<file path="config.mk">
export PLATFORM = sky130hd
export DESIGN_NAME = eemac_ctrl
export DESIGN_NICKNAME = d
export VERILOG_FILES = /design/src/logic/eemac_pkg.sv /design/src/logic/eemac_irq.sv /design/src/logic/eemac_ctrl.sv
export SDC_FILE = /design/constraint.sdc
export NUM_CORES = 1
export LEC_CHECK = 0
export BUFFER_PORTS_ARGS = -buffer_cell sky130_fd_sc_hd__clkbuf_2
export CAP_MARGIN = 20
export CELL_PAD_IN_SITES_DETAIL_PLACEMENT = 1
export CELL_PAD_IN_SITES_GLOBAL_PLACEMENT = 1
export CORE_MARGIN = 2
export CORE_UTILIZATION = 43
export CTS_CLUSTER_DIAMETER = 100
export DETAILED_ROUTE_END_ITERATION = 8
export GPL_TIMING_DRIVEN = 0
export HOLD_SLACK_MARGIN = 0.03
export PLACE_DENSITY = 0.95
export SYNTH_ARGS = -nofsm -noshare
export SYNTH_HDL_FRONTEND = slang
export SYNTH_SLANG_ARGS = --single-unit
</file>
<file path="constraint.sdc">
create_clock -name clk -period 3.4 [get_ports clk]
set_input_delay 0 -clock clk [delete_from_list [all_inputs] [get_ports clk]]
set_output_delay 0 -clock clk [all_outputs]
set_load 0.01 [all_outputs]
</file>
<file path="src/logic/eemac_pkg.sv">
// Purpose: Constants and types for the nonvolatile memory access control block
// Assumes: 8-bit register port, registers at word indices chosen here
// Notes: One localparam per number; modules import the whole package
package eemac_pkg;

    // ----------------------------------------
    // Register map
    // ----------------------------------------
    localparam logic [3:0] EEMAC_ADDR_DATA_LOW = 4'h0;
    localparam logic [3:0] EEMAC_ADDR_DATA_HIGH = 4'h1;
    localparam logic [3:0] EEMAC_ADDR_ADDR_LOW = 4'h2;
    localparam logic [3:0] EEMAC_ADDR_ADDR_HIGH = 4'h3;
    localparam logic [3:0] EEMAC_ADDR_CONTROL = 4'h4;
    localparam logic [3:0] EEMAC_ADDR_IRQ_STATUS = 4'h5;
    localparam logic [3:0] EEMAC_ADDR_IRQ_MASK = 4'h6;

    // ----------------------------------------
    // Field layout
    // ----------------------------------------
    localparam int EEMAC_CTL_MEM_SEL = 7;
    localparam int EEMAC_CTL_WR_ERR = 3;
    localparam int EEMAC_CTL_WR_PERMIT = 2;
    localparam int EEMAC_CTL_WR_TRIG = 1;
    localparam int EEMAC_CTL_RD_TRIG = 0;
    localparam logic [7:0] EEMAC_DATA_HIGH_MASK = 8'h3F;
    localparam logic [7:0] EEMAC_ADDR_HIGH_MASK = 8'h1F;
    localparam int EEMAC_IRQ_RD_DONE = 0;
    localparam int EEMAC_IRQ_WR_DONE = 1;
    localparam int EEMAC_IRQ_WR_ERR = 2;
    localparam int EEMAC_IRQ_WR_BLOCKED = 3;

    // ----------------------------------------
    // Reset values
    // ----------------------------------------
    localparam logic [7:0] EEMAC_RST_BYTE = 8'h00;
    localparam logic [3:0] EEMAC_RST_IRQ = 4'h0;

    typedef enum logic [1:0] {
        EEMAC_IDLE = 2'b00,
        EEMAC_READ = 2'b01,
        EEMAC_WRITE = 2'b11
    } eemac_state_t;

endpackage

</file>
<file path="src/logic/eemac_irq.sv">
// Purpose: Sticky event status with mask and level interrupt
// Assumes: Status clears on a read of it; a new event wins over that clear
// Notes: Four event sources
`timescale 1ns/1ps
module eemac_irq
    import eemac_pkg::*;
(
    input wire logic clk,
    input wire logic rst,
    input wire logic [3:0] events,
    input wire logic status_rd,
    input wire logic mask_wr,
    input wire logic [3:0] mask_wdata,
    output logic [3:0] status,
    output logic [3:0] mask,
    output logic irq
);

    typedef struct packed {
        logic [3:0] status;
        logic [3:0] mask;
    } eemac_irq_st_t;

    eemac_irq_st_t st_q;
    eemac_irq_st_t st_d;

    always_comb begin
        st_d = st_q;
        if (status_rd) begin
            st_d.status = 4'h0;
        end
        // Set wins over read clear
        st_d.status = st_d.status | events;
        if (mask_wr) begin
            st_d.mask = mask_wdata;
        end
    end

    always_ff @(posedge clk or posedge rst) begin
        if (rst) begin
            st_q <= '{status: EEMAC_RST_IRQ, mask: EEMAC_RST_IRQ};
        end else begin
            st_q <= st_d;
        end
    end

    assign status = st_q.status;
    assign mask = st_q.mask;
    assign irq = |(st_q.status & st_q.mask);

endmodule

</file>
<file path="src/logic/eemac_ctrl.sv">
// Purpose: Indirect access control for data EEPROM and program flash
// Assumes: Arrays answer reads combinationally; write done is a pulse
// Notes: Unlock sequence and program-read stall live outside this block
`timescale 1ns/1ps
module eemac_ctrl
    import eemac_pkg::*;
(
    input wire logic clk,
    input wire logic rst,
    input wire logic por,
    input wire logic external_master_reset,
    input wire logic watchdog_timeout,
    input wire logic [3:0] reg_addr,
    input wire logic [7:0] reg_wdata,
    input wire logic reg_wr,
    input wire logic reg_rd,
    output logic [7:0] reg_rdata,
    output logic irq,
    output logic [12:0] mem_addr,
    output logic [7:0] mem_wdata,
    output logic ee_rd,
    output logic ee_wr,
    output logic prog_rd,
    input wire logic [7:0] ee_rdata,
    input wire logic [13:0] prog_rdata,
    input wire logic ee_wr_done
);

    // ----------------------------------------
    // State
    // ----------------------------------------
    typedef struct packed {
        eemac_state_t state;
        logic [7:0] data_low;
        logic [7:0] data_high;
        logic [7:0] addr_low;
        logic [7:0] addr_high;
        logic mem_sel;
        logic wr_err;
        logic wr_permit;
        logic wr_trig;
        logic rd_trig;
        logic [7:0] rdata;
    } eemac_st_t;

    eemac_st_t st_q;
    eemac_st_t st_d;

    logic [3:0] irq_status;
    logic [3:0] irq_mask;
    logic [3:0] irq_events;
    logic status_rd;
    logic mask_wr;
    logic wr_start;
    logic wr_blocked;
    logic wr_abort;

    function automatic logic hit(input logic [3:0] a, input logic [3:0] off);
        return a == off;
    endfunction

    function automatic logic [7:0] ctl_byte(input eemac_st_t s);
        logic [7:0] b;
        b = 8'h00;
        b[EEMAC_CTL_MEM_SEL] = s.mem_sel;
        b[EEMAC_CTL_WR_ERR] = s.wr_err;
        b[EEMAC_CTL_WR_PERMIT] = s.wr_permit;
        b[EEMAC_CTL_WR_TRIG] = s.wr_trig;
        b[EEMAC_CTL_RD_TRIG] = s.rd_trig;
        return b;
    endfunction

    wire logic ctl_wr = reg_wr && hit(reg_addr, EEMAC_ADDR_CONTROL);
    // Only data EEPROM is writable; program writes and unpermitted writes are dropped
    assign wr_start = ctl_wr && reg_wdata[EEMAC_CTL_WR_TRIG] && !st_q.wr_trig
        && st_q.wr_permit && !st_q.mem_sel;
    assign wr_blocked = ctl_wr && reg_wdata[EEMAC_CTL_WR_TRIG] && !st_q.wr_trig && !wr_start;
    assign wr_abort = st_q.wr_trig && (external_master_reset || watchdog_timeout);
    assign status_rd = reg_rd && hit(reg_addr, EEMAC_ADDR_IRQ_STATUS);
    assign mask_wr = reg_wr && hit(reg_addr, EEMAC_ADDR_IRQ_MASK);

    // ----------------------------------------
    // Next state
    // ----------------------------------------
    always_comb begin
        st_d = st_q;
        irq_events = 4'h0;
        if (reg_wr) begin
            case (reg_addr)
                EEMAC_ADDR_DATA_LOW: begin
                    st_d.data_low = reg_wdata;
                end
                EEMAC_ADDR_DATA_HIGH: begin
                    st_d.data_high = reg_wdata & EEMAC_DATA_HIGH_MASK;
                end
                EEMAC_ADDR_ADDR_LOW: begin
                    st_d.addr_low = reg_wdata;
                end
                EEMAC_ADDR_ADDR_HIGH: begin
                    st_d.addr_high = reg_wdata & EEMAC_ADDR_HIGH_MASK;
                end
                EEMAC_ADDR_CONTROL: begin
                    st_d.mem_sel = reg_wdata[EEMAC_CTL_MEM_SEL];
                    st_d.wr_permit = reg_wdata[EEMAC_CTL_WR_PERMIT];
                    // Software may clear the error flag but not set it
                    if (!reg_wdata[EEMAC_CTL_WR_ERR]) begin
                        st_d.wr_err = 1'b0;
                    end
                    if (reg_wdata[EEMAC_CTL_RD_TRIG] && st_q.state == EEMAC_IDLE) begin
                        st_d.rd_trig = 1'b1;
                        st_d.state = EEMAC_READ;
                    end
                    if (wr_start && st_q.state == EEMAC_IDLE
                        && !reg_wdata[EEMAC_CTL_RD_TRIG]) begin
                        st_d.wr_trig = 1'b1;
                        st_d.state = EEMAC_WRITE;
                    end
                end
                default: begin
                end
            endcase
        end
        case (st_q.state)
            EEMAC_READ: begin
                // Array data captured here; the byte is readable the next cycle
                st_d.data_low = st_q.mem_sel ? prog_rdata[7:0] : ee_rdata;
                if (st_q.mem_sel) begin
                    st_d.data_high = {2'b00, prog_rdata[13:8]};
                end
                st_d.rd_trig = 1'b0;
                st_d.state = EEMAC_IDLE;
                irq_events[EEMAC_IRQ_RD_DONE] = 1'b1;
            end
            EEMAC_WRITE: begin
                if (wr_abort) begin
                    st_d.wr_err = 1'b1;
                    st_d.wr_trig = 1'b0;
                    st_d.state = EEMAC_IDLE;
                    irq_events[EEMAC_IRQ_WR_ERR] = 1'b1;
                end else if (ee_wr_done) begin
                    st_d.wr_trig = 1'b0;
                    st_d.state = EEMAC_IDLE;
                    irq_events[EEMAC_IRQ_WR_DONE] = 1'b1;
                end
            end
            default: begin
            end
        endcase
        if (wr_blocked) begin
            irq_events[EEMAC_IRQ_WR_BLOCKED] = 1'b1;
        end
        // ----------------------------------------
        // Read data, one cycle after the strobe
        // ----------------------------------------
        st_d.rdata = 8'h00;
        if (reg_rd) begin
            case (reg_addr)
                // Next-state copy, so a read right behind the trigger sees the new byte
                EEMAC_ADDR_DATA_LOW: st_d.rdata = st_d.data_low;
                EEMAC_ADDR_DATA_HIGH: st_d.rdata = st_d.data_high & EEMAC_DATA_HIGH_MASK;
                EEMAC_ADDR_ADDR_LOW: st_d.rdata = st_q.addr_low;
                EEMAC_ADDR_ADDR_HIGH: st_d.rdata = st_q.addr_high & EEMAC_ADDR_HIGH_MASK;
                EEMAC_ADDR_CONTROL: st_d.rdata = ctl_byte(st_q);
                EEMAC_ADDR_IRQ_STATUS: st_d.rdata = {4'h0, irq_status};
                EEMAC_ADDR_IRQ_MASK: st_d.rdata = {4'h0, irq_mask};
                default: st_d.rdata = 8'h00;
            endcase
        end
    end

    // Power-up and rst both clear the permit; master reset and watchdog leave it and keep the error flag
    always_ff @(posedge clk or posedge rst) begin
        if (rst) begin
            st_q <= '{state: EEMAC_IDLE, data_low: EEMAC_RST_BYTE,
                data_high: EEMAC_RST_BYTE, addr_low: EEMAC_RST_BYTE,
                addr_high: EEMAC_RST_BYTE, rdata: EEMAC_RST_BYTE, default: 1'b0};
        end else if (por) begin
            st_q <= '{state: EEMAC_IDLE, data_low: EEMAC_RST_BYTE,
                data_high: EEMAC_RST_BYTE, addr_low: EEMAC_RST_BYTE,
                addr_high: EEMAC_RST_BYTE, rdata: EEMAC_RST_BYTE, default: 1'b0};
        end else begin
            st_q <= st_d;
        end
    end

    eemac_irq u_irq (
        .clk(clk),
        .rst(rst),
        .events(irq_events),
        .status_rd(status_rd),
        .mask_wr(mask_wr),
        .mask_wdata(reg_wdata[3:0]),
        .status(irq_status),
        .mask(irq_mask),
        .irq(irq)
    );

    // ----------------------------------------
    // Array side
    // ----------------------------------------
    assign mem_addr = {st_q.addr_high[4:0], st_q.addr_low};
    assign mem_wdata = st_q.data_low;
    assign ee_rd = (st_q.state == EEMAC_READ) && !st_q.mem_sel;
    assign prog_rd = (st_q.state == EEMAC_READ) && st_q.mem_sel;
    assign ee_wr = (st_q.state == EEMAC_WRITE);
    assign reg_rdata = st_q.rdata;
endmodule

</file>
==> impl_metrics.toml, run 1 <==
[routing]
drt-wirelength-per-cell_um = 20.2
pre_antenna_drt_iters = 4
totalWireLength_um = 9930
dr.first_iter.drc_count = 265
detailroute.via_count = 2884
vias_per_cell = 5.87
ant_nets = 0
drc = 0

[worst_setup_path]
reg2reg_depth = 6
timing.critical_path.buf_inv = 2
worst_path_largest_cell_delay_ns = 0.42
crit_chain = "clkbuf_1, nand3b_1, clkbuf_1, a311oi_1, o21ai_0, a21oi_1"
crit_path_start_kind = "register"
worst_path_most_repeated_cell = "sky130_fd_sc_hd__clkbuf_1"
register_to_register_setup_slack_ns = 1.06
required_time_reported_for_the_critical_path_endpoint_ns = 3.62
crit_path_max_fanout = 10
timing.critical_path.max_delay_family = "buffers and inverters"
critical_path_cell_count = 6
cp-end-kind = "register"
r2r_start = "st_q[12]"
critical-path-slowest-cell = "sky130_fd_sc_hd__nand3b_1"
worstReg2RegEnd = "reg_rdata[2]"
setup.worst_path.end = "reg_rdata[2]"
setup.worst_path.class = "register to register"
worst_setup_path_startpoint = "st_q[12]"
worst_ep_arrival_time_ns = 2.56

[logic_synthesis]
syn-instance-count = 322
most_frequently_used_cell_type_in_the_post_synthesis_netlist = "sky130_fd_sc_hd__dfrtp_1"
ys_top_cells_by_count = "sky130_fd_sc_hd__dfrtp_1 (50), sky130_fd_sc_hd__nand2_1 (42), sky130_fd_sc_hd__nor2_1 (30), sky130_fd_sc_hd__buf_4 (29), sky130_fd_sc_hd__mux2i_1 (24)"
synth.top_cell.area_share_pct = 42.3
netlist-cell-type-count = 36
number_of_enable_type_register_cells_in_the_synthesized_netlist = 0
netlist.top_cell.by_area = "sky130_fd_sc_hd__dfrtp_1"
synth_seq_cells = 50
syn_avg_cell_area_um2 = 9.18
yosysWarningCount = 0
synth.net_count = 364
async_reset_ff_share_pct = 100
synth-main-ff-cell = "sky130_fd_sc_hd__dfrtp_1"
synth_seq_area_share_pct = 42.3
synth.top_cells.by_area = "sky130_fd_sc_hd__dfrtp_1 (42%), sky130_fd_sc_hd__mux2i_1 (8.1%), sky130_fd_sc_hd__buf_4 (7.4%)"
mappedNetlistArea_um2 = 2960

[sta]
finalClockSkew_ns = 0.00463
finalSetupViolations = 0
grt_setup_unrepaired = "no"
timing_max_transition_violations_final = 0
fin_crit_sh_pct = 68.9
finalSetupTns_ns = 0
timing_hold_violations_final = 0
relative_slew_slack_pct = 48.8
max_slew.worst_pin.slew_ns = 0.762
final_min_period_ns = 2.34
clock.fmax_mhz = 427

[floorplan]
placeableCoreArea_um2 = 6720
dieArea_um2 = 7550
io-pin-count = 75
placementRows = 30
floorplan.die.height_um = 86.9
fp.dieW_um = 86.9
start_util_pct = 44.0

[place]
post_dp_cell_area_um2 = 3440
final_replace_weighted_congestion = 0.934
port-buffer-count = 72
dp.final_hpwl_um = 7390

[cts]
clock_sinks = 50
h_tree_lvl_count = 2
clockBufferDepth = 2
clkLatencyLatePin_ns = 0.32
ctsRootBufferMaster = "sky130_fd_sc_hd__clkbuf_8"
cts.clk_slew.worst_paths_ns = 0.09
tritoncts = "yes"
post-cts-setup-buffer-count = 0
numCtsBuffers = 5

[finish]
insertedDiodeCount = 0
final_area_um2 = 3640
layout_cells_sized_above_1_pct = 30.7
final_nets = 453
layout_overhead_on_the_synthesized_area_pct = 23.1

[global_route]
grt_pass1_wl_um = 15600
grt_start_max_net_pins = 32
grtUsageTotal_pct = 27.3
globalRouteOverflowTotal = 0
grt_antenna_before_repair = 0
vias_in_the_first_global_route = 2997

[flow_run]
cap_violations = 0

[power]
power-per-cell-area_nw_per_um2 = 346
power.ir.vdd_worst_uv = 138
static-leakage-power_nw = 1.72

[worst_hold_path]
hold_path_class = "input port to register"

[status]
run_status = "complete, no violations"
==> registers in the layout (all words and copies together), names as in the netlist <==
register and cells:
mem_addr 13, st_q 13, mem_wdata 8, reg_rdata 8
u_irq.mask 4, u_irq.status 4
==> metrics by stage <==
step | instances | total power [W] | setup slack [ns] | utilization [%] | hold slack [ns]
2_1_floorplan | 322 | 0.000736 | 1.79 | - | 0.150
3_3_place_gp | 474 | 0.000804 | 1.28 | 50.8 | 0.277
3_5_place_dp | 475 | 0.000817 | 1.13 | 51.1 | 0.0191
4_1_cts | 491 | 0.00126 | 1.10 | 54.2 | 0.0484
5_1_grt | 491 | 0.00130 | 0.877 | 54.2 | 0.0582
6_report | 491 | 0.00126 | 1.06 | 54.2 | 0.0420
==> timing repair <==
action / CTS / global route
hold buffers: 9 / 0
gates resized for setup: 0 / 0
hold endpoints to repair: 28 / 0
==> worst reg2reg max path: stages, from the launching register on <==
cell,delay (ns)
sky130_fd_sc_hd__dfrtp_1,0.36
sky130_fd_sc_hd__clkbuf_1,0.39
sky130_fd_sc_hd__nand3b_1,0.42
sky130_fd_sc_hd__clkbuf_1,0.35
sky130_fd_sc_hd__a311oi_1,0.32
sky130_fd_sc_hd__o21ai_0,0.14
sky130_fd_sc_hd__a21oi_1,0.27
==> cell usage in the layout (no fill, tap or decap), types with 4 or more instances in the layout <==
| cell type | netlist | final |
|---|---|---|
| sky130_fd_sc_hd__clkbuf_2 | 0 | 72 |
| sky130_fd_sc_hd__dfrtp_1 | 50 | 50 |
| sky130_fd_sc_hd__nand2_1 | 42 | 42 |
| sky130_fd_sc_hd__nor2_1 | 30 | 30 |
| sky130_fd_sc_hd__buf_4 | 29 | 29 |
| sky130_fd_sc_hd__mux2i_1 | 24 | 24 |
| sky130_fd_sc_hd__clkbuf_1 | 15 | 15 |
| sky130_fd_sc_hd__a311oi_1 | 15 | 15 |
| sky130_fd_sc_hd__a21oi_1 | 15 | 15 |
| sky130_fd_sc_hd__a211oi_1 | 13 | 13 |
| sky130_fd_sc_hd__nand3_1 | 12 | 12 |
| sky130_fd_sc_hd__o21ai_0 | 12 | 12 |
| sky130_fd_sc_hd__nor2b_1 | 11 | 11 |
| sky130_fd_sc_hd__dlygate4sd3_1 | 0 | 9 |
| sky130_fd_sc_hd__clkbuf_8 | 0 | 6 |
| sky130_fd_sc_hd__mux2_2 | 5 | 5 |
| sky130_fd_sc_hd__buf_2 | 4 | 4 |
| sky130_fd_sc_hd__nor3_1 | 4 | 4 |
| sky130_fd_sc_hd__o22ai_1 | 4 | 4 |
==> routing by layer <==
layer | track usage [%] | part of all wire, % | vias to the layer above
li1 | - | - | 1299
met1 | 34.6 | 42 | 1433
met2 | 45.3 | 49 | 125
met3 | 5.59 | 5.6 | 27
met4 | 11.5 | 3.1 | 0
met5 | 0 | 0 | -
==> logic make-up (layout without fill, tap and decap cells) <==
group | count (synthesis) | after routing | synth area share (%)
AND/OR/NAND/NOR | 118 | 118 | 19.7
multiplexers | 29 | 29 | 10.0
flip-flops | 50 | 50 | 42.3
buffers and inverters | 53 | 142 | 10.6
AO/OA/AOI/OAI | 72 | 72 | 17.3
==> cell type report <==
type / count / area (um^2)
buffer: 49 / 298
clock buffer: 6 / 82.6
clock inverter: 1 / 30.0
fill: 815 / 3080
inverter: 4 / 15.0
multi-input combinational: 219 / 1390
sequential: 50 / 1250
tap: 80 / 100
timing repair buffer: 82 / 470
==> power by group <==
| group | internal (W) | total [W] | switching [W] |
|---|---|---|---|
| Combinational | 0.0000748 | 0.000179 | 0.000104 |
| Clock | 0.000236 | 0.000441 | 0.000206 |
| Sequential | 0.000617 | 0.000638 | 0.0000212 |
| Total | 0.000928 | 0.00126 | 0.000331 |
==> worst min path at each step <==
stage	startpoint	end	cells past startpoint
5_1_grt	reg_wdata[4]	mem_wdata[4]	3
3_5_place_dp	rst	mem_addr[3]	2
4_1_cts	prog_rdata[9]	st_q[30]	3
2_1_floorplan	reg_wdata[0]	u_irq.mask[0]	1
3_3_place_gp	ee_wr_done	u_irq.status[1]	2
6_report	reg_wdata[4]	mem_addr[4]	3
No activity file was read; power rests on OpenSTA's default activity.
==> run 2, diff against run 1 <==
Settings changed: CORE_UTILIZATION 43 to 40, PLACE_DENSITY 0.95 to 0.92.
Clock period 3.4 ns to 2.2 ns, I/O delays scaled along.
==> run 2 against run 1 <==
Net effect: critical path type unchanged; sequential share of layout area shrank 0.094 points; maximum frequency up 11%; largest cell class unchanged; design area rose by 0.28%; clock-buffer cell count grew 1; worst hold slack worse by 0.019 ns; critical path depth unchanged; sequential power rose by 55%; via count about the same; highest routed layer unchanged; setup slack lost 0.97 ns; global-route usage down 2.6 points; first-iteration DRC count shrank 31%; clock skew increased by 0.0012 ns.
==> impl_metrics.toml, run 2 (synthesis results as in run 1) <==
[status]
run_status = "complete, no violations"

[global_route]
grt_pass1_wl_um = 15700
grt_start_max_net_pins = 32
grt_antenna_before_repair = 0
grtUsageTotal_pct = 24.7
vias_in_the_first_global_route = 2941
globalRouteOverflowTotal = 0

[floorplan]
dieArea_um2 = 8090
io-pin-count = 75
placementRows = 31
fp.dieW_um = 90.0
floorplan.die.height_um = 90.0
placeableCoreArea_um2 = 7210
start_util_pct = 41.0

[place]
final_replace_weighted_congestion = 0.886
post_dp_cell_area_um2 = 3460
dpl.cell_count = 494
dp.final_hpwl_um = 7430
dp_slack_ns = 0.0252
port-buffer-count = 72

[routing]
pre_antenna_drt_iters = 5
drc = 0
totalWireLength_um = 9910
drt-wirelength-per-cell_um = 19.4
dr.first_iter.drc_count = 184
vias_per_cell = 5.63
detailroute.via_count = 2883
ant_nets = 0

[sta]
timing_max_transition_violations_final = 0
timing_hold_violations_final = 0
grt_setup_unrepaired = "no"
fin_crit_sh_pct = 95.8
finalClockSkew_ns = 0.00586
max_slew.worst_pin.slew_ns = 0.834
relative_slew_slack_pct = 44.0
clock.fmax_mhz = 474
fin_hold_ws_ns = 0.0231
final_critical_path_setup_slack_ns = 0.0918
final_min_period_ns = 2.11
finalSetupViolations = 0
finalSetupTns_ns = 0

[cts]
ctsRootBufferMaster = "sky130_fd_sc_hd__clkbuf_8"
h_tree_lvl_count = 2
numCtsBuffers = 5
cts.clk_slew.worst_paths_ns = 0.09
clock_sinks = 50
clockBufferDepth = 2
clkLatencyLatePin_ns = 0.31
tritoncts = "yes"

[finish]
layout_overhead_on_the_synthesized_area_pct = 23.5
layout.cells.non_filler = 512
layout.cells.most_common_list = "sky130_fd_sc_hd__clkbuf_2 (74), sky130_fd_sc_hd__dfrtp_1 (50), sky130_fd_sc_hd__nand2_1 (42)"
final_area_um2 = 3650
final_nets = 454
layout_cells_sized_above_1_pct = 31.5
insertedDiodeCount = 0
layout_commonest_cell = "sky130_fd_sc_hd__clkbuf_2"

[power]
power-per-cell-area_nw_per_um2 = 500
power.ir.vdd_worst_uv = 224
static-leakage-power_nw = 1.72

[worst_hold_path]
hold_path_class = "input port to register"

[worst_setup_path]
crit_path_max_fanout = 10
crit_path_start_kind = "register"
cp-end-kind = "register"
worst_ep_arrival_time_ns = 2.33
required_time_reported_for_the_critical_path_endpoint_ns = 2.42
setup.worst_path.class = "register to register"

[flow_run]
cap_violations = 0
## run 2: final timing paths
| kind | startpoint | endpoint | slack [ns] | depth (start not counted) |
|---|---|---|---|---|
| max | st_q[12] | reg_rdata[1] | 0.09 | 6 |
| min | prog_rdata[11] | st_q[32] | 0.02 | 3 |
| max reg2reg | st_q[12] | reg_rdata[1] | 0.09 | 6 |
| min reg2reg | u_irq.status[3] | u_irq.status[3] | 0.56 | 2 |
| max in group asynchronous | rst | mem_addr[6] | 1.43 | 4 |
| min in group asynchronous | rst | mem_addr[2] | 0.24 | 3 |
## run 2: metrics by stage
step,util [%],power [W]
after floorplan,-,0.00114
after global placement,47.7,0.00124
after detailed placement,48.0,0.00126
after CTS,50.3,0.00183
after global routing,50.6,0.00190
final,50.6,0.00183
## run 2: area by class of cell
class | instances | area (um^2)
fillers | 894 | 3570
multi-input cells | 219 | 1390
flip-flops and latches | 50 | 1250
repair buffers | 83 | 475
plain buffers | 49 | 300
well taps | 99 | 124
clock buffers | 7 | 86.3
inverters | 4 | 15.0
clock inverters | 1 | 5.00
## run 2: where the power goes
part / total [W] / leakage (nW) / internal, W / switching [W]
registers: 0.000987 / 0.686 / 0.000954 / 0.0000328
clock network: 0.000567 / 0.0482 / 0.000255 / 0.000313
logic: 0.000271 / 0.990 / 0.000114 / 0.000157
## run 2: timing repair
action	in CTS	in global routing
endpoints found under the setup margin	0	6
gates resized for setup	0	4
endpoints found under the hold margin	27	0
buffers inserted	0	2
hold buffers	8	0
## run 2: worst max-delay path, stage by stage (launching register included)
cell and delay [ns]:
sky130_fd_sc_hd__dfrtp_1 0.36, sky130_fd_sc_hd__clkbuf_1 0.37, sky130_fd_sc_hd__nand3b_1 0.26, sky130_fd_sc_hd__clkbuf_1 0.29
sky130_fd_sc_hd__a311oi_1 0.34, sky130_fd_sc_hd__o21ai_0 0.14, sky130_fd_sc_hd__a21oi_1 0.25
## run 2: metal layers
metal	track usage, %	wire length [um]	share of wire (%)
met1	32.9	4210	42
met2	42.0	4890	49
met3	2.93	521	5.3
met4	8.72	289	2.9
met5	0	0	0
